## config.mk

```make
export PLATFORM = sky130hd
export DESIGN_NAME = iofa_core
export DESIGN_NICKNAME = d
export VERILOG_FILES = /design/src/hw/iofa_pkg.sv /design/src/hw/iofa_core.sv /design/src/hw/iofa_sync3.sv
export SDC_FILE = /design/constraint.sdc
export NUM_CORES = 1
export LEC_CHECK = 0
export BUFFER_PORTS_ARGS = -buffer_cell sky130_fd_sc_hd__buf_4
export CORE_ASPECT_RATIO = 0.7
export CORE_MARGIN = 2
export CORE_UTILIZATION = 55
export CTS_CLUSTER_SIZE = 30
export DETAILED_ROUTE_END_ITERATION = 7
export PLACE_DENSITY = 0.77
export SYNTH_ARGS = -nofsm -noshare
export SYNTH_HDL_FRONTEND = slang
export SYNTH_SLANG_ARGS = --single-unit
export TNS_END_PERCENT = 5
```

## constraint.sdc

```tcl
create_clock -name i_core_clk -period 2.6 [get_ports i_core_clk]
set_input_delay 0.52 -clock i_core_clk [delete_from_list [all_inputs] [get_ports i_core_clk]]
set_output_delay 0.52 -clock i_core_clk [all_outputs]
set_load 0.05 [all_outputs]
```

## src/hw/iofa_pkg.sv

```systemverilog
package iofa_pkg;
	localparam int AXI_AW = 8;
	localparam int AXI_DW = 32;
	localparam int AXI_SW = AXI_DW / 8;
	localparam logic [1:0] RESP_OKAY = 2'h0;
	localparam logic [1:0] RESP_SLVERR = 2'h2;

	localparam logic [AXI_AW-1:0] OFF_CMD = 8'h00;
	localparam logic [AXI_AW-1:0] OFF_CFG = 8'h04;
	localparam logic [AXI_AW-1:0] OFF_STAT = 8'h08;
	localparam logic [AXI_AW-1:0] OFF_DBG = 8'h0c;
	localparam logic [AXI_AW-1:0] OFF_FIN_EN = 8'h10;
	localparam logic [AXI_AW-1:0] OFF_FIN_VAL = 8'h14;
	localparam logic [AXI_AW-1:0] OFF_FOUT_EN = 8'h18;
	localparam logic [AXI_AW-1:0] OFF_FOUT_VAL = 8'h1c;
	localparam logic [AXI_AW-1:0] OFF_IN_IMG = 8'h20;
	localparam logic [AXI_AW-1:0] OFF_OUT_IMG = 8'h24;
	localparam logic [AXI_AW-1:0] OFF_WARN = 8'h28;
	localparam logic [AXI_AW-1:0] OFF_DIRECT = 8'h2c;
	localparam logic [AXI_AW-1:0] OFF_FAULT0 = 8'h40;
	localparam logic [AXI_AW-1:0] OFF_FAULT7 = 8'h5c;

	// Command word bits
	localparam int CB_RUN = 0;
	localparam int CB_STOP = 1;
	localparam int CB_PAUSE = 2;
	localparam int CB_DEBUG = 3;
	localparam int CB_RESET = 4;
	localparam int CB_LINK = 5;
	localparam int CB_FCLR = 6;
	localparam int CB_LOAD = 7;
	localparam int CB_FLASH = 8;
	// Config, direct and status bits
	localparam int CF_COMM = 0;
	localparam int CF_FORCE = 1;
	localparam int DB_IN = 0;
	localparam int DB_OUT = 1;
	localparam int ST_MODE_LSB = 0;
	localparam int ST_ERR = 3;
	localparam int ST_WARN = 4;
	localparam int ST_REM = 5;
	localparam int ST_SYS_LSB = 8;
	localparam int SYS_W = 2;
	localparam int SE_SELF = 0;
	localparam int SE_EXT = 1;

	localparam logic [1:0] SEL_STOP = 2'h0;
	localparam logic [1:0] SEL_REM = 2'h1;
	localparam logic [1:0] SEL_RUN = 2'h2;

	localparam int FAULT_N = 8;
	localparam int FAULT_W = 16;
	localparam int IMG_W = 32;
	localparam int PHYS_W = 16;
	localparam int DBG_W = 16;
	localparam int EXEC_CYC_DEF = 32;
	localparam int CLK_HZ = 25_000_000;
	localparam int BLINK_MS = 250;
	localparam int BLINK_CYC_DEF = BLINK_MS * (CLK_HZ / 1000);

	typedef enum logic [2:0] {MD_STOP, MD_RUN, MD_PAUSE, MD_DEBUG, MD_ERROR} iofa_mode_type;
	typedef enum logic [1:0] {SC_IN, SC_EXEC, SC_CHK, SC_OUT} iofa_scan_type;
endpackage

```

## src/hw/iofa_core.sv

```systemverilog
// The placing of the registers and the AXI4-Lite register port were left to the implementer.
`timescale 1ns/100ps
// Notes on behaviour
// - Self-check always; failure halts the program
// - Errors set summary flags, stop lamp blinks
// - Run/stop commands only in remote position
// - Pause halts scanning, outputs hold level
// - Debug runs only the requested scan count
// - Remote reset clears error state
// - Per-point force values, gated by global enable
// - Forced inputs substituted into input image
// - Forced outputs driven, output image untouched
// - Force table covers remote I/O range
// - Force settings survive reset and mode changes
// - Load, backup loss, flash restart clear forcing
// - Direct input refreshes input image immediately
// - Direct output sends image to outputs immediately
// - Forcing also applies to direct transfers
// - Fatal faults stop, warnings let run
// - Nonzero fault word at scan end trips
// - Eight sixteen-bit fault code words
// - Remote only after stop-to-remote selector move
// - Reject forbidden remote mode transitions
// - Link commands ignored when communication disabled, except the force-clear, load and flash bits
module iofa_core
	import iofa_pkg::*;
#(
	parameter int EXEC_CYC = iofa_pkg::EXEC_CYC_DEF,
	parameter int BLINK_CYC = iofa_pkg::BLINK_CYC_DEF
) (
	input wire logic i_core_clk,
	input wire logic i_reset_n,
	input wire logic i_axi_awvalid,
	output logic o_axi_awready,
	input wire logic [iofa_pkg::AXI_AW-1:0] i_axi_awaddr,
	input wire logic i_axi_wvalid,
	output logic o_axi_wready,
	input wire logic [iofa_pkg::AXI_DW-1:0] i_axi_wdata,
	input wire logic [iofa_pkg::AXI_SW-1:0] i_axi_wstrb,
	output logic o_axi_bvalid,
	input wire logic i_axi_bready,
	output logic [1:0] o_axi_bresp,
	input wire logic i_axi_arvalid,
	output logic o_axi_arready,
	input wire logic [iofa_pkg::AXI_AW-1:0] i_axi_araddr,
	output logic o_axi_rvalid,
	input wire logic i_axi_rready,
	output logic [iofa_pkg::AXI_DW-1:0] o_axi_rdata,
	output logic [1:0] o_axi_rresp,
	input wire logic [1:0] i_sel_pos,
	input wire logic i_selftest_fail,
	input wire logic i_backup_fail,
	input wire logic [iofa_pkg::PHYS_W-1:0] i_in_pins,
	input wire logic [iofa_pkg::IMG_W-iofa_pkg::PHYS_W-1:0] i_remote_in,
	output logic [iofa_pkg::PHYS_W-1:0] o_out_pins,
	output logic [iofa_pkg::IMG_W-iofa_pkg::PHYS_W-1:0] o_remote_out,
	output logic o_stop_led
);
	import iofa_pkg::*;

	localparam int CW = $clog2(EXEC_CYC + 1);
	localparam logic [CW-1:0] EXEC_LAST = CW'(EXEC_CYC - 1);
	localparam logic [31:0] BLINK_LAST = 32'(BLINK_CYC - 1);
	localparam int SYNC_W = 2 + 2 + IMG_W;

	logic aw_have_r, w_have_r, awready_r, wready_r, bvalid_r, arready_r, rvalid_r;
	logic [AXI_AW-1:0] aw_addr_r;
	logic [AXI_DW-1:0] w_data_r, rdata_r, rd_data, wd_raw;
	logic [AXI_SW-1:0] w_strb_r;
	logic [1:0] bresp_r, rresp_r;
	logic wr_fire, wr_hit, rd_hit;
	logic [AXI_AW-1:0] wa, ra;
	logic [SYNC_W-1:0] sync_out;
	logic [1:0] sel_f, sel_prev_r;
	logic fail_f, bkfail_f;
	logic [IMG_W-1:0] pins_f;
	iofa_mode_type mode_r;
	iofa_scan_type scan_r;
	logic [CW-1:0] exec_cnt_r;
	logic [DBG_W-1:0] dbg_scans_r, dbg_left_r;
	logic rem_ok_r, comm_en_r, warn_r;
	logic [SYS_W-1:0] sys_err_r;
	logic [IMG_W-1:0] fin_en_r, fin_val_r, fout_en_r, fout_val_r;
	logic force_on_r;
	logic [IMG_W-1:0] in_img_r, out_img_r, out_r, warn_bits_r;
	logic [FAULT_W-1:0] fault_r [FAULT_N];
	logic [31:0] blink_cnt_r;
	logic blink_r, led_r;
	logic cmd_wr, dir_wr, fault_wr, src_ok, rem_acc, rst_cmd, clr_any;
	logic dbg_go, scanning, fault_any, ext_hit, din_go, dout_go;
	logic [2:0] wa_idx, ra_idx;

	function automatic logic [AXI_DW-1:0] wmerge(input logic [AXI_DW-1:0] old,
			input logic [AXI_DW-1:0] dat, input logic [AXI_SW-1:0] strb);
		logic [AXI_DW-1:0] res;
		res = old;
		for (int b = 0; b < AXI_SW; b++) begin
			if (strb[b]) begin
				res[8*b +: 8] = dat[8*b +: 8];
			end
		end
		return res;
	endfunction

	// One overlay serves refresh and direct transfers alike
	function automatic logic [IMG_W-1:0] frc(input logic [IMG_W-1:0] v,
			input logic [IMG_W-1:0] en, input logic [IMG_W-1:0] val, input logic on);
		return on ? ((v & ~en) | (val & en)) : v;
	endfunction

	iofa_sync3 #(.W(SYNC_W)) u_sync (
		.i_core_clk(i_core_clk),
		.i_reset_n(i_reset_n),
		.i_async({i_sel_pos, i_selftest_fail, i_backup_fail, i_remote_in, i_in_pins}),
		.o_sync(sync_out)
	);
	assign sel_f = sync_out[SYNC_W-1 -: 2];
	assign fail_f = sync_out[IMG_W+1];
	assign bkfail_f = sync_out[IMG_W];
	assign pins_f = sync_out[IMG_W-1:0];

	// Bus slave, write side: address and data taken in either order
	assign wa = {aw_addr_r[AXI_AW-1:2], 2'h0};
	assign wa_idx = 3'((wa - OFF_FAULT0) >> 2);
	assign fault_wr = (wa >= OFF_FAULT0) && (wa <= OFF_FAULT7);
	assign wr_fire = aw_have_r & w_have_r & ~bvalid_r;
	assign wr_hit = fault_wr || (wa <= OFF_DIRECT && wa != OFF_STAT && wa != OFF_IN_IMG);
	assign wd_raw = wmerge('0, w_data_r, w_strb_r);

	always_ff @(posedge i_core_clk or negedge i_reset_n) begin
		if (!i_reset_n) begin
			aw_have_r <= 1'b0;
			w_have_r <= 1'b0;
			awready_r <= 1'b1;
			wready_r <= 1'b1;
			bvalid_r <= 1'b0;
			bresp_r <= RESP_OKAY;
			aw_addr_r <= '0;
			w_data_r <= '0;
			w_strb_r <= '0;
		end else begin
			if (i_axi_awvalid && awready_r) begin
				aw_have_r <= 1'b1;
				awready_r <= 1'b0;
				aw_addr_r <= i_axi_awaddr;
			end
			if (i_axi_wvalid && wready_r) begin
				w_have_r <= 1'b1;
				wready_r <= 1'b0;
				w_data_r <= i_axi_wdata;
				w_strb_r <= i_axi_wstrb;
			end
			if (wr_fire) begin
				aw_have_r <= 1'b0;
				w_have_r <= 1'b0;
				bvalid_r <= 1'b1;
				bresp_r <= wr_hit ? RESP_OKAY : RESP_SLVERR;
			end
			if (bvalid_r && i_axi_bready) begin
				bvalid_r <= 1'b0;
				awready_r <= 1'b1;
				wready_r <= 1'b1;
			end
		end
	end

	// Read side
	assign ra = {i_axi_araddr[AXI_AW-1:2], 2'h0};
	assign ra_idx = 3'((ra - OFF_FAULT0) >> 2);
	always_comb begin
		rd_data = '0;
		rd_hit = 1'b1;
		if (ra >= OFF_FAULT0 && ra <= OFF_FAULT7) begin
			rd_data[FAULT_W-1:0] = fault_r[ra_idx];
		end else begin
			unique case (ra)
				OFF_CMD, OFF_DIRECT: rd_data = '0;
				OFF_CFG: begin
					rd_data[CF_COMM] = comm_en_r;
					rd_data[CF_FORCE] = force_on_r;
				end
				OFF_STAT: begin
					rd_data[ST_MODE_LSB +: 3] = mode_r;
					rd_data[ST_ERR] = |sys_err_r;
					rd_data[ST_WARN] = warn_r;
					rd_data[ST_REM] = rem_ok_r;
					rd_data[ST_SYS_LSB +: SYS_W] = sys_err_r;
				end
				OFF_DBG: rd_data[DBG_W-1:0] = dbg_scans_r;
				OFF_FIN_EN: rd_data = fin_en_r;
				OFF_FIN_VAL: rd_data = fin_val_r;
				OFF_FOUT_EN: rd_data = fout_en_r;
				OFF_FOUT_VAL: rd_data = fout_val_r;
				OFF_IN_IMG: rd_data = in_img_r;
				OFF_OUT_IMG: rd_data = out_img_r;
				OFF_WARN: rd_data = warn_bits_r;
				default: rd_hit = 1'b0;
			endcase
		end
	end

	always_ff @(posedge i_core_clk or negedge i_reset_n) begin
		if (!i_reset_n) begin
			arready_r <= 1'b1;
			rvalid_r <= 1'b0;
			rdata_r <= '0;
			rresp_r <= RESP_OKAY;
		end else if (i_axi_arvalid && arready_r) begin
			arready_r <= 1'b0;
			rvalid_r <= 1'b1;
			rdata_r <= rd_data;
			rresp_r <= rd_hit ? RESP_OKAY : RESP_SLVERR;
		end else if (rvalid_r && i_axi_rready) begin
			rvalid_r <= 1'b0;
			arready_r <= 1'b1;
		end
	end

	// Command decode
	assign cmd_wr = wr_fire && wa == OFF_CMD;
	assign dir_wr = wr_fire && wa == OFF_DIRECT;
	assign src_ok = !wd_raw[CB_LINK] || comm_en_r;
	assign rem_acc = cmd_wr && src_ok && rem_ok_r && sel_f == SEL_REM;
	assign rst_cmd = cmd_wr && src_ok && wd_raw[CB_RESET];
	assign dbg_go = rem_acc && mode_r == MD_STOP && wd_raw[CB_DEBUG] &&
		!wd_raw[CB_STOP] && !wd_raw[CB_RUN];
	assign clr_any = bkfail_f || (cmd_wr && (wd_raw[CB_FCLR] || wd_raw[CB_LOAD] ||
		wd_raw[CB_FLASH]));
	assign scanning = mode_r == MD_RUN || (mode_r == MD_DEBUG && dbg_left_r != '0);
	assign din_go = dir_wr && wd_raw[DB_IN] && scanning && scan_r == SC_EXEC;
	assign dout_go = dir_wr && wd_raw[DB_OUT] && scanning && scan_r == SC_EXEC;
	always_comb begin
		fault_any = 1'b0;
		for (int n = 0; n < FAULT_N; n++) begin
			fault_any = fault_any | (fault_r[n] != '0);
		end
	end
	assign ext_hit = scanning && scan_r == SC_CHK && fault_any;

	// Software-written state
	always_ff @(posedge i_core_clk or negedge i_reset_n) begin
		if (!i_reset_n) begin
			comm_en_r <= 1'b0;
			dbg_scans_r <= '0;
			out_img_r <= '0;
			warn_bits_r <= '0;
			for (int n = 0; n < FAULT_N; n++) begin
				fault_r[n] <= '0;
			end
		end else if (wr_fire) begin
			if (wa == OFF_CFG && w_strb_r[0]) begin
				comm_en_r <= w_data_r[CF_COMM];
			end
			if (wa == OFF_DBG) begin
				dbg_scans_r <= DBG_W'(wmerge(AXI_DW'(dbg_scans_r), w_data_r, w_strb_r));
			end
			if (wa == OFF_OUT_IMG) begin
				out_img_r <= wmerge(out_img_r, w_data_r, w_strb_r);
			end
			if (wa == OFF_WARN) begin
				warn_bits_r <= wmerge(warn_bits_r, w_data_r, w_strb_r);
			end
			if (fault_wr) begin
				fault_r[wa_idx] <= FAULT_W'(wmerge(AXI_DW'(fault_r[wa_idx]), w_data_r, w_strb_r));
			end
		end
	end

	// Force table has no reset so it outlives reset and mode changes
	always_ff @(posedge i_core_clk) begin
		if (clr_any) begin
			fin_en_r <= '0;
			fout_en_r <= '0;
			fin_val_r <= '0;
			fout_val_r <= '0;
			force_on_r <= 1'b0;
		end else if (wr_fire) begin
			if (wa == OFF_CFG && w_strb_r[0]) begin
				force_on_r <= w_data_r[CF_FORCE];
			end
			if (wa == OFF_FIN_EN) begin
				fin_en_r <= wmerge(fin_en_r, w_data_r, w_strb_r);
			end
			if (wa == OFF_FIN_VAL) begin
				fin_val_r <= wmerge(fin_val_r, w_data_r, w_strb_r);
			end
			if (wa == OFF_FOUT_EN) begin
				fout_en_r <= wmerge(fout_en_r, w_data_r, w_strb_r);
			end
			if (wa == OFF_FOUT_VAL) begin
				fout_val_r <= wmerge(fout_val_r, w_data_r, w_strb_r);
			end
		end
	end

	// Operating mode
	always_ff @(posedge i_core_clk or negedge i_reset_n) begin
		if (!i_reset_n) begin
			mode_r <= MD_STOP;
			sel_prev_r <= SEL_STOP;
			rem_ok_r <= 1'b0;
		end else begin
			sel_prev_r <= sel_f;
			if (sel_f != SEL_REM) begin
				rem_ok_r <= 1'b0;
			end else if (sel_prev_r == SEL_STOP) begin
				rem_ok_r <= 1'b1;
			end
			if (fail_f || ext_hit) begin
				mode_r <= MD_ERROR;
			end else if (rst_cmd) begin
				mode_r <= MD_STOP;
			end else if (mode_r != MD_ERROR && sel_f != sel_prev_r) begin
				if (sel_f == SEL_RUN) begin
					mode_r <= MD_RUN;
				end else if (sel_f == SEL_REM && sel_prev_r == SEL_RUN) begin
					mode_r <= MD_PAUSE;
				end else begin
					mode_r <= MD_STOP;
				end
			end else if (rem_acc) begin
				unique case (mode_r)
					MD_STOP: begin
						if (wd_raw[CB_RUN] && !wd_raw[CB_STOP]) begin
							mode_r <= MD_RUN;
						end else if (dbg_go) begin
							mode_r <= MD_DEBUG;
						end
					end
					MD_RUN: begin
						if (wd_raw[CB_STOP]) begin
							mode_r <= MD_STOP;
						end else if (wd_raw[CB_PAUSE]) begin
							mode_r <= MD_PAUSE;
						end
					end
					MD_PAUSE: begin
						if (wd_raw[CB_STOP]) begin
							mode_r <= MD_STOP;
						end else if (wd_raw[CB_RUN]) begin
							mode_r <= MD_RUN;
						end
					end
					MD_DEBUG: begin
						if (wd_raw[CB_STOP]) begin
							mode_r <= MD_STOP;
						end
					end
					MD_ERROR: mode_r <= MD_ERROR;
				endcase
			end
		end
	end

	// Error and warning flags; a new set beats a reset in the same cycle
	always_ff @(posedge i_core_clk or negedge i_reset_n) begin
		if (!i_reset_n) begin
			sys_err_r <= '0;
			warn_r <= 1'b0;
		end else begin
			sys_err_r[SE_SELF] <= fail_f | (sys_err_r[SE_SELF] & ~rst_cmd);
			sys_err_r[SE_EXT] <= ext_hit | (sys_err_r[SE_EXT] & ~rst_cmd);
			if (scanning && scan_r == SC_CHK) begin
				warn_r <= |warn_bits_r;
			end else if (rst_cmd) begin
				warn_r <= 1'b0;
			end
		end
	end

	// Scan sequencer
	always_ff @(posedge i_core_clk or negedge i_reset_n) begin
		if (!i_reset_n) begin
			scan_r <= SC_IN;
			exec_cnt_r <= '0;
		end else if (!scanning) begin
			scan_r <= SC_IN;
			exec_cnt_r <= '0;
		end else begin
			unique case (scan_r)
				SC_IN: scan_r <= SC_EXEC;
				SC_EXEC: begin
					exec_cnt_r <= exec_cnt_r + 1'b1;
					if (exec_cnt_r == EXEC_LAST) begin
						exec_cnt_r <= '0;
						scan_r <= SC_CHK;
					end
				end
				SC_CHK: scan_r <= SC_OUT;
				SC_OUT: scan_r <= SC_IN;
			endcase
		end
	end

	always_ff @(posedge i_core_clk or negedge i_reset_n) begin
		if (!i_reset_n) begin
			dbg_left_r <= '0;
		end else if (dbg_go) begin
			dbg_left_r <= dbg_scans_r;
		end else if (mode_r == MD_DEBUG && scanning && scan_r == SC_OUT) begin
			dbg_left_r <= dbg_left_r - 1'b1;
		end
	end

	// Images and pins
	always_ff @(posedge i_core_clk or negedge i_reset_n) begin
		if (!i_reset_n) begin
			in_img_r <= '0;
		end else if ((scanning && scan_r == SC_IN) || din_go) begin
			in_img_r <= frc(pins_f, fin_en_r, fin_val_r, force_on_r);
		end
	end

	// Overlay lands on the pins only; the output image stays as written
	always_ff @(posedge i_core_clk or negedge i_reset_n) begin
		if (!i_reset_n) begin
			out_r <= '0;
		end else if (mode_r == MD_STOP || mode_r == MD_ERROR) begin
			out_r <= '0;
		end else if ((scanning && scan_r == SC_OUT) || dout_go) begin
			out_r <= frc(out_img_r, fout_en_r, fout_val_r, force_on_r);
		end
	end

	always_ff @(posedge i_core_clk or negedge i_reset_n) begin
		if (!i_reset_n) begin
			blink_cnt_r <= '0;
			blink_r <= 1'b0;
			led_r <= 1'b0;
		end else begin
			blink_cnt_r <= (blink_cnt_r >= BLINK_LAST) ? '0 : blink_cnt_r + 1'b1;
			if (blink_cnt_r >= BLINK_LAST) begin
				blink_r <= ~blink_r;
			end
			led_r <= (mode_r == MD_ERROR) ? blink_r : (mode_r == MD_STOP);
		end
	end

	assign o_axi_awready = awready_r;
	assign o_axi_wready = wready_r;
	assign o_axi_bvalid = bvalid_r;
	assign o_axi_bresp = bresp_r;
	assign o_axi_arready = arready_r;
	assign o_axi_rvalid = rvalid_r;
	assign o_axi_rdata = rdata_r;
	assign o_axi_rresp = rresp_r;
	assign o_out_pins = out_r[PHYS_W-1:0];
	assign o_remote_out = out_r[IMG_W-1:PHYS_W];
	assign o_stop_led = led_r;
endmodule

```

## src/hw/iofa_sync3.sv

```systemverilog
`timescale 1ns/100ps
module iofa_sync3 #(
	parameter int W = 1
) (
	input wire logic i_core_clk,
	input wire logic i_reset_n,
	input wire logic [W-1:0] i_async,
	output logic [W-1:0] o_sync
);
	logic [W-1:0] s1_r;
	logic [W-1:0] s2_r;
	logic [W-1:0] s3_r;

	// A bit only moves once stages two and three agree
	always_ff @(posedge i_core_clk or negedge i_reset_n) begin
		if (!i_reset_n) begin
			s1_r <= '0;
			s2_r <= '0;
			s3_r <= '0;
			o_sync <= '0;
		end else begin
			s1_r <= i_async;
			s2_r <= s1_r;
			s3_r <= s2_r;
			for (int b = 0; b < W; b++) begin
				if (s2_r[b] == s3_r[b]) begin
					o_sync[b] <= s3_r[b];
				end
			end
		end
	end
endmodule

```

==> impl_metrics.env <==
export IMPL_cp_depth=8
export IMPL_critical_path_max_stage_delay_ns=0.41
export IMPL_crit_path_start_kind="flip-flop"
export IMPL_postRouteWirelength_mm=89.8
export IMPL_post_cts_buffers=0
export IMPL_timing_critical_path_required_ns=3.08
export IMPL_yosys_area_share_simple=0.112
export IMPL_synth_main_ff_cell="sky130_fd_sc_hd__dfrtp_1"
export IMPL_floorplan_rows=72
export IMPL_yosys_top_cells_area="sky130_fd_sc_hd__dfrtp_1, sky130_fd_sc_hd__mux2_2, sky130_fd_sc_hd__dfxtp_1, sky130_fd_sc_hd__mux2i_1, sky130_fd_sc_hd__mux4_2"
export IMPL_die_area_sq_um=57500
export IMPL_synth_top_family_by_area="multiplexers"
export IMPL_cts_sinks=696
export IMPL_async_reset_ff_frac=0.815
export IMPL_cts_root_buffer_cell="sky130_fd_sc_hd__clkbuf_16"
export IMPL_totalPowerFinal_w=0.0323
export IMPL_clock_latency_ns=0.61
export IMPL_timing_critical_path_to="mode_r[0]$_DFFE_PN0P_"
export IMPL_area_sequential_sq_um=16800
export IMPL_post_route_cells_drive_above_1_share=0.265
export IMPL_pwr_density_cell_nw_per_um2=900
export IMPL_nNetsFinal=2949
export IMPL_place_port_buffers=162
export IMPL_maxCapViolations=0
export IMPL_max_root_sink_buffers=3
export IMPL_yosysSeqAreaShare=0.549
export IMPL_synth_top_cell_area_share=0.462
export IMPL_cts_clk_slew_worst_paths_ns=0.06
export IMPL_post_drt_wl_per_cell_um=24.6
export IMPL_floorplan_die_width_um=286
export IMPL_setup_viol_count_final=0
export IMPL_grt_resource_usage_total=0.314
export IMPL_max_freq_mhz=394
export IMPL_worst_pin_slew_ns=0.931
export IMPL_rr_worst_depth=8
export IMPL_tritoncts_clock_tree="done"
export IMPL_hold_slack_ns=0.0206
export IMPL_route_detailed_vias_per_inst=6.32
export IMPL_post_synth_instance_area_sq_um=30600
export IMPL_multi_input_area_sq_um=13100
export IMPL_setup_worst_path_start="o_axi_bvalid$_DFFE_PN0P_"
export IMPL_detailedRoute_firstPassIterationCount=5
export IMPL_ys_types=78
export IMPL_netlist_top_cells_count="sky130_fd_sc_hd__dfrtp_1, sky130_fd_sc_hd__nand2_1, sky130_fd_sc_hd__mux2_2, sky130_fd_sc_hd__mux2i_1, sky130_fd_sc_hd__nor2_1"
export IMPL_grt_overflow=0
export IMPL_first_global_vias=22600
export IMPL_timing_final_max_slew_violations=0
export IMPL_critPathBufInv=2
export IMPL_post_synth_xor_area_fraction=0.00946
export IMPL_synth_yosys_warnings=0
export IMPL_fin_crit_ns=2.54
export IMPL_synth_edff_count=0
export IMPL_post_synth_top_count_cell="sky130_fd_sc_hd__dfrtp_1"
export IMPL_timing_final_crit_share=0.977
export IMPL_half_perimeter_wire_length_after_detailed_placement_mm=63.1
export IMPL_post_synthesis_average_cell_area_sq_um=11.8
export IMPL_synth_compound_area_frac=0.0773
export IMPL_detail_route_iter0_violations=2516
export IMPL_hold_violation_total_from_the_final_report=0
export IMPL_fp_coreArea_sq_um=55000
export IMPL_grt_max_degree=109
export IMPL_floorplan_initialDensity=0.555
export IMPL_remaining_drc_errors=0
export IMPL_cp_max_fo=14
export IMPL_rrSetupSlack_ns=0.06
export IMPL_netlist_top_cell_by_area="sky130_fd_sc_hd__dfrtp_1"
export IMPL_worst_setup_path_end_kind="flip-flop"
export IMPL_maxSlewHeadroom=0.374
export IMPL_h_tree_depth=3
export IMPL_hold_path_class="in -> reg"
export IMPL_timing_clock_skew_ns=0.0280
export IMPL_grt_antenna_before_repair=6
export IMPL_ys_seq_elements=696
export IMPL_timing_critical_path_slowest_stage_cell="sky130_fd_sc_hd__dfrtp_1"
export IMPL_peakVddDrop_mv=0.591
export IMPL_routed_via_count=23000
export IMPL_final_fill_count=4052
export IMPL_power_leakage_nw=16.3
export IMPL_first_pass_grt_wire_length_mm=138
export IMPL_r2r_path_start="o_axi_bvalid$_DFFE_PN0P_"
export IMPL_grt_setup_unrepaired="no"
export IMPL_tritoncts_num_buffers=68
export IMPL_critical_path_reg2reg_endpoint="mode_r[0]$_DFFE_PN0P_"
export IMPL_die_y_um=201
export IMPL_cells_after_synthesis=2599
export IMPL_area_added_between_synthesis_and_finish_pct=17.5
export IMPL_outcome="completed"
export IMPL_muxShareOfSynthArea=0.213
export IMPL_pin_count=169
export IMPL_critical_path_top_delay_family="simple AND/OR/NAND/NOR gates"
export IMPL_crit_chain="and3b_1 -> buf_4 -> nand3_1 -> a2111oi_1 -> buf_4 -> a21oi_1 -> mux2_2 -> and3_1"
export IMPL_most_used_cell_cp="sky130_fd_sc_hd__buf_4"
export IMPL_setup_worst_path_class="reg -> reg"
export IMPL_antenna_violating_nets_post_route=0
export IMPL_worst_path_arrival_time_ns=3.02
export IMPL_synth_adder_area_share=0.0151
export IMPL_gp_congestion=0.951
-- registers in the layout, indices dropped and copies added, names as in the netlist, 36 cells and up --
register       flops
u_sync.s1_r       36
u_sync.s3_r       36
u_sync.s2_r       36
u_sync.o_sync     36
fault_r          128
-- timing repair --
action / in CTS / in global routing
resized for setup: 0 / 4
setup endpoints to repair: 0 / 8
hold endpoints to repair: 48 / 4
hold buffers: 18 / 4
-- cell usage in the layout (no fill, tap or decap), types with 26 or more instances in the layout --
cell type,synthesis,final
sky130_fd_sc_hd__a21oi_1,131,131
sky130_fd_sc_hd__a22oi_1,50,50
sky130_fd_sc_hd__buf_12,0,26
sky130_fd_sc_hd__buf_4,4,279
sky130_fd_sc_hd__clkbuf_1,98,26
sky130_fd_sc_hd__clkbuf_16,0,70
sky130_fd_sc_hd__dfrtp_1,564,563
sky130_fd_sc_hd__dfxtp_1,129,128
sky130_fd_sc_hd__maj3_1,36,36
sky130_fd_sc_hd__mux2_2,254,254
sky130_fd_sc_hd__mux2i_1,203,203
sky130_fd_sc_hd__mux4_2,65,65
sky130_fd_sc_hd__nand2_1,290,289
sky130_fd_sc_hd__nand3_1,91,91
sky130_fd_sc_hd__nor2_1,191,189
sky130_fd_sc_hd__nor4_1,50,48
sky130_fd_sc_hd__o21ai_0,74,74
sky130_fd_sc_hd__o31ai_1,36,36
-- worst register-to-register path, stage by stage (launching register included) --
cell and delay (ns):
sky130_fd_sc_hd__dfrtp_1 0.41, sky130_fd_sc_hd__and3b_1 0.29, sky130_fd_sc_hd__buf_4 0.29, sky130_fd_sc_hd__nand3_1 0.27
sky130_fd_sc_hd__a2111oi_1 0.40, sky130_fd_sc_hd__buf_4 0.19, sky130_fd_sc_hd__a21oi_1 0.09, sky130_fd_sc_hd__mux2_2 0.28
sky130_fd_sc_hd__and3_1 0.18
-- kinds of logic (layout without fill, tap and decap cells) --
group,Yosys count,after routing
other,1,13
muxes,532,532
xor gates and xnor gates,33,33
adders and majority gates,44,44
AOI/OAI and AO/OA,378,378
buffers and inverters,176,468
DFF,696,696
and+or+nand+nor,739,739
-- final cells by class --
type | count | area share
Multi-Input combinational cell | 1737 | 0.365
Clock buffer | 108 | 0.0561
Antenna cell | 2 | 0.000139
Tap cell | 740 | 0.0258
Timing Repair Buffer | 328 | 0.0793
Sequential cell | 696 | 0.467
Clock inverter | 17 | 0.00474
Inverter | 15 | 0.00157
-- per-layer routing --
| metal | track usage | wire [um] |
|---|---|---|
| met1 | 0.467 | 38300 |
| met2 | 0.437 | 37700 |
| met3 | 0.101 | 11100 |
| met4 | 0.0999 | 2660 |
| met5 | 0 | 51 |
-- power by group --
| part | switching [W] | internal (W) | total, W |
|---|---|---|---|
| clock network | 0.00421 | 0.00556 | 0.00977 |
| registers | 0.00218 | 0.0124 | 0.0146 |
| logic | 0.00455 | 0.00343 | 0.00797 |
| total | 0.0109 | 0.0214 | 0.0323 |
-- worst min-delay path by stage --
stage                              startpoint                        end  slack [ns]  cells past startpoint
floorplan                           i_reset_n   aw_addr_r[2]$_DFFE_PN0P_        0.22                      0
global placement    u_sync.s1_r[27]$_DFF_PN0_  u_sync.s2_r[27]$_DFF_PN0_        0.33                      0
detailed placement   u_sync.s1_r[1]$_DFF_PN0_   u_sync.s2_r[1]$_DFF_PN0_        0.33                      0
CTS                            i_remote_in[4]  u_sync.s1_r[20]$_DFF_PN0_       0.001                      1
global route                   i_remote_in[8]  u_sync.s1_r[24]$_DFF_PN0_       0.001                      1
finish                        i_remote_in[13]  u_sync.s1_r[29]$_DFF_PN0_        0.02                      1
-- metrics by stage --
stage	instances	TNS (ns)	cell area (sq um)	utilization	setup slack, ns
floorplan	2609	0	30600	-	0.0556
global placement	3494	-0.0306	33500	0.608	-0.0306
detailed placement	3494	-0.0309	33500	0.608	-0.0309
CTS	3637	0	35900	0.651	0.0260
global route	3641	0	35900	0.653	0.00644
finish	3643	0	35900	0.653	0.0590
Power figures use the tool's default switching activity.
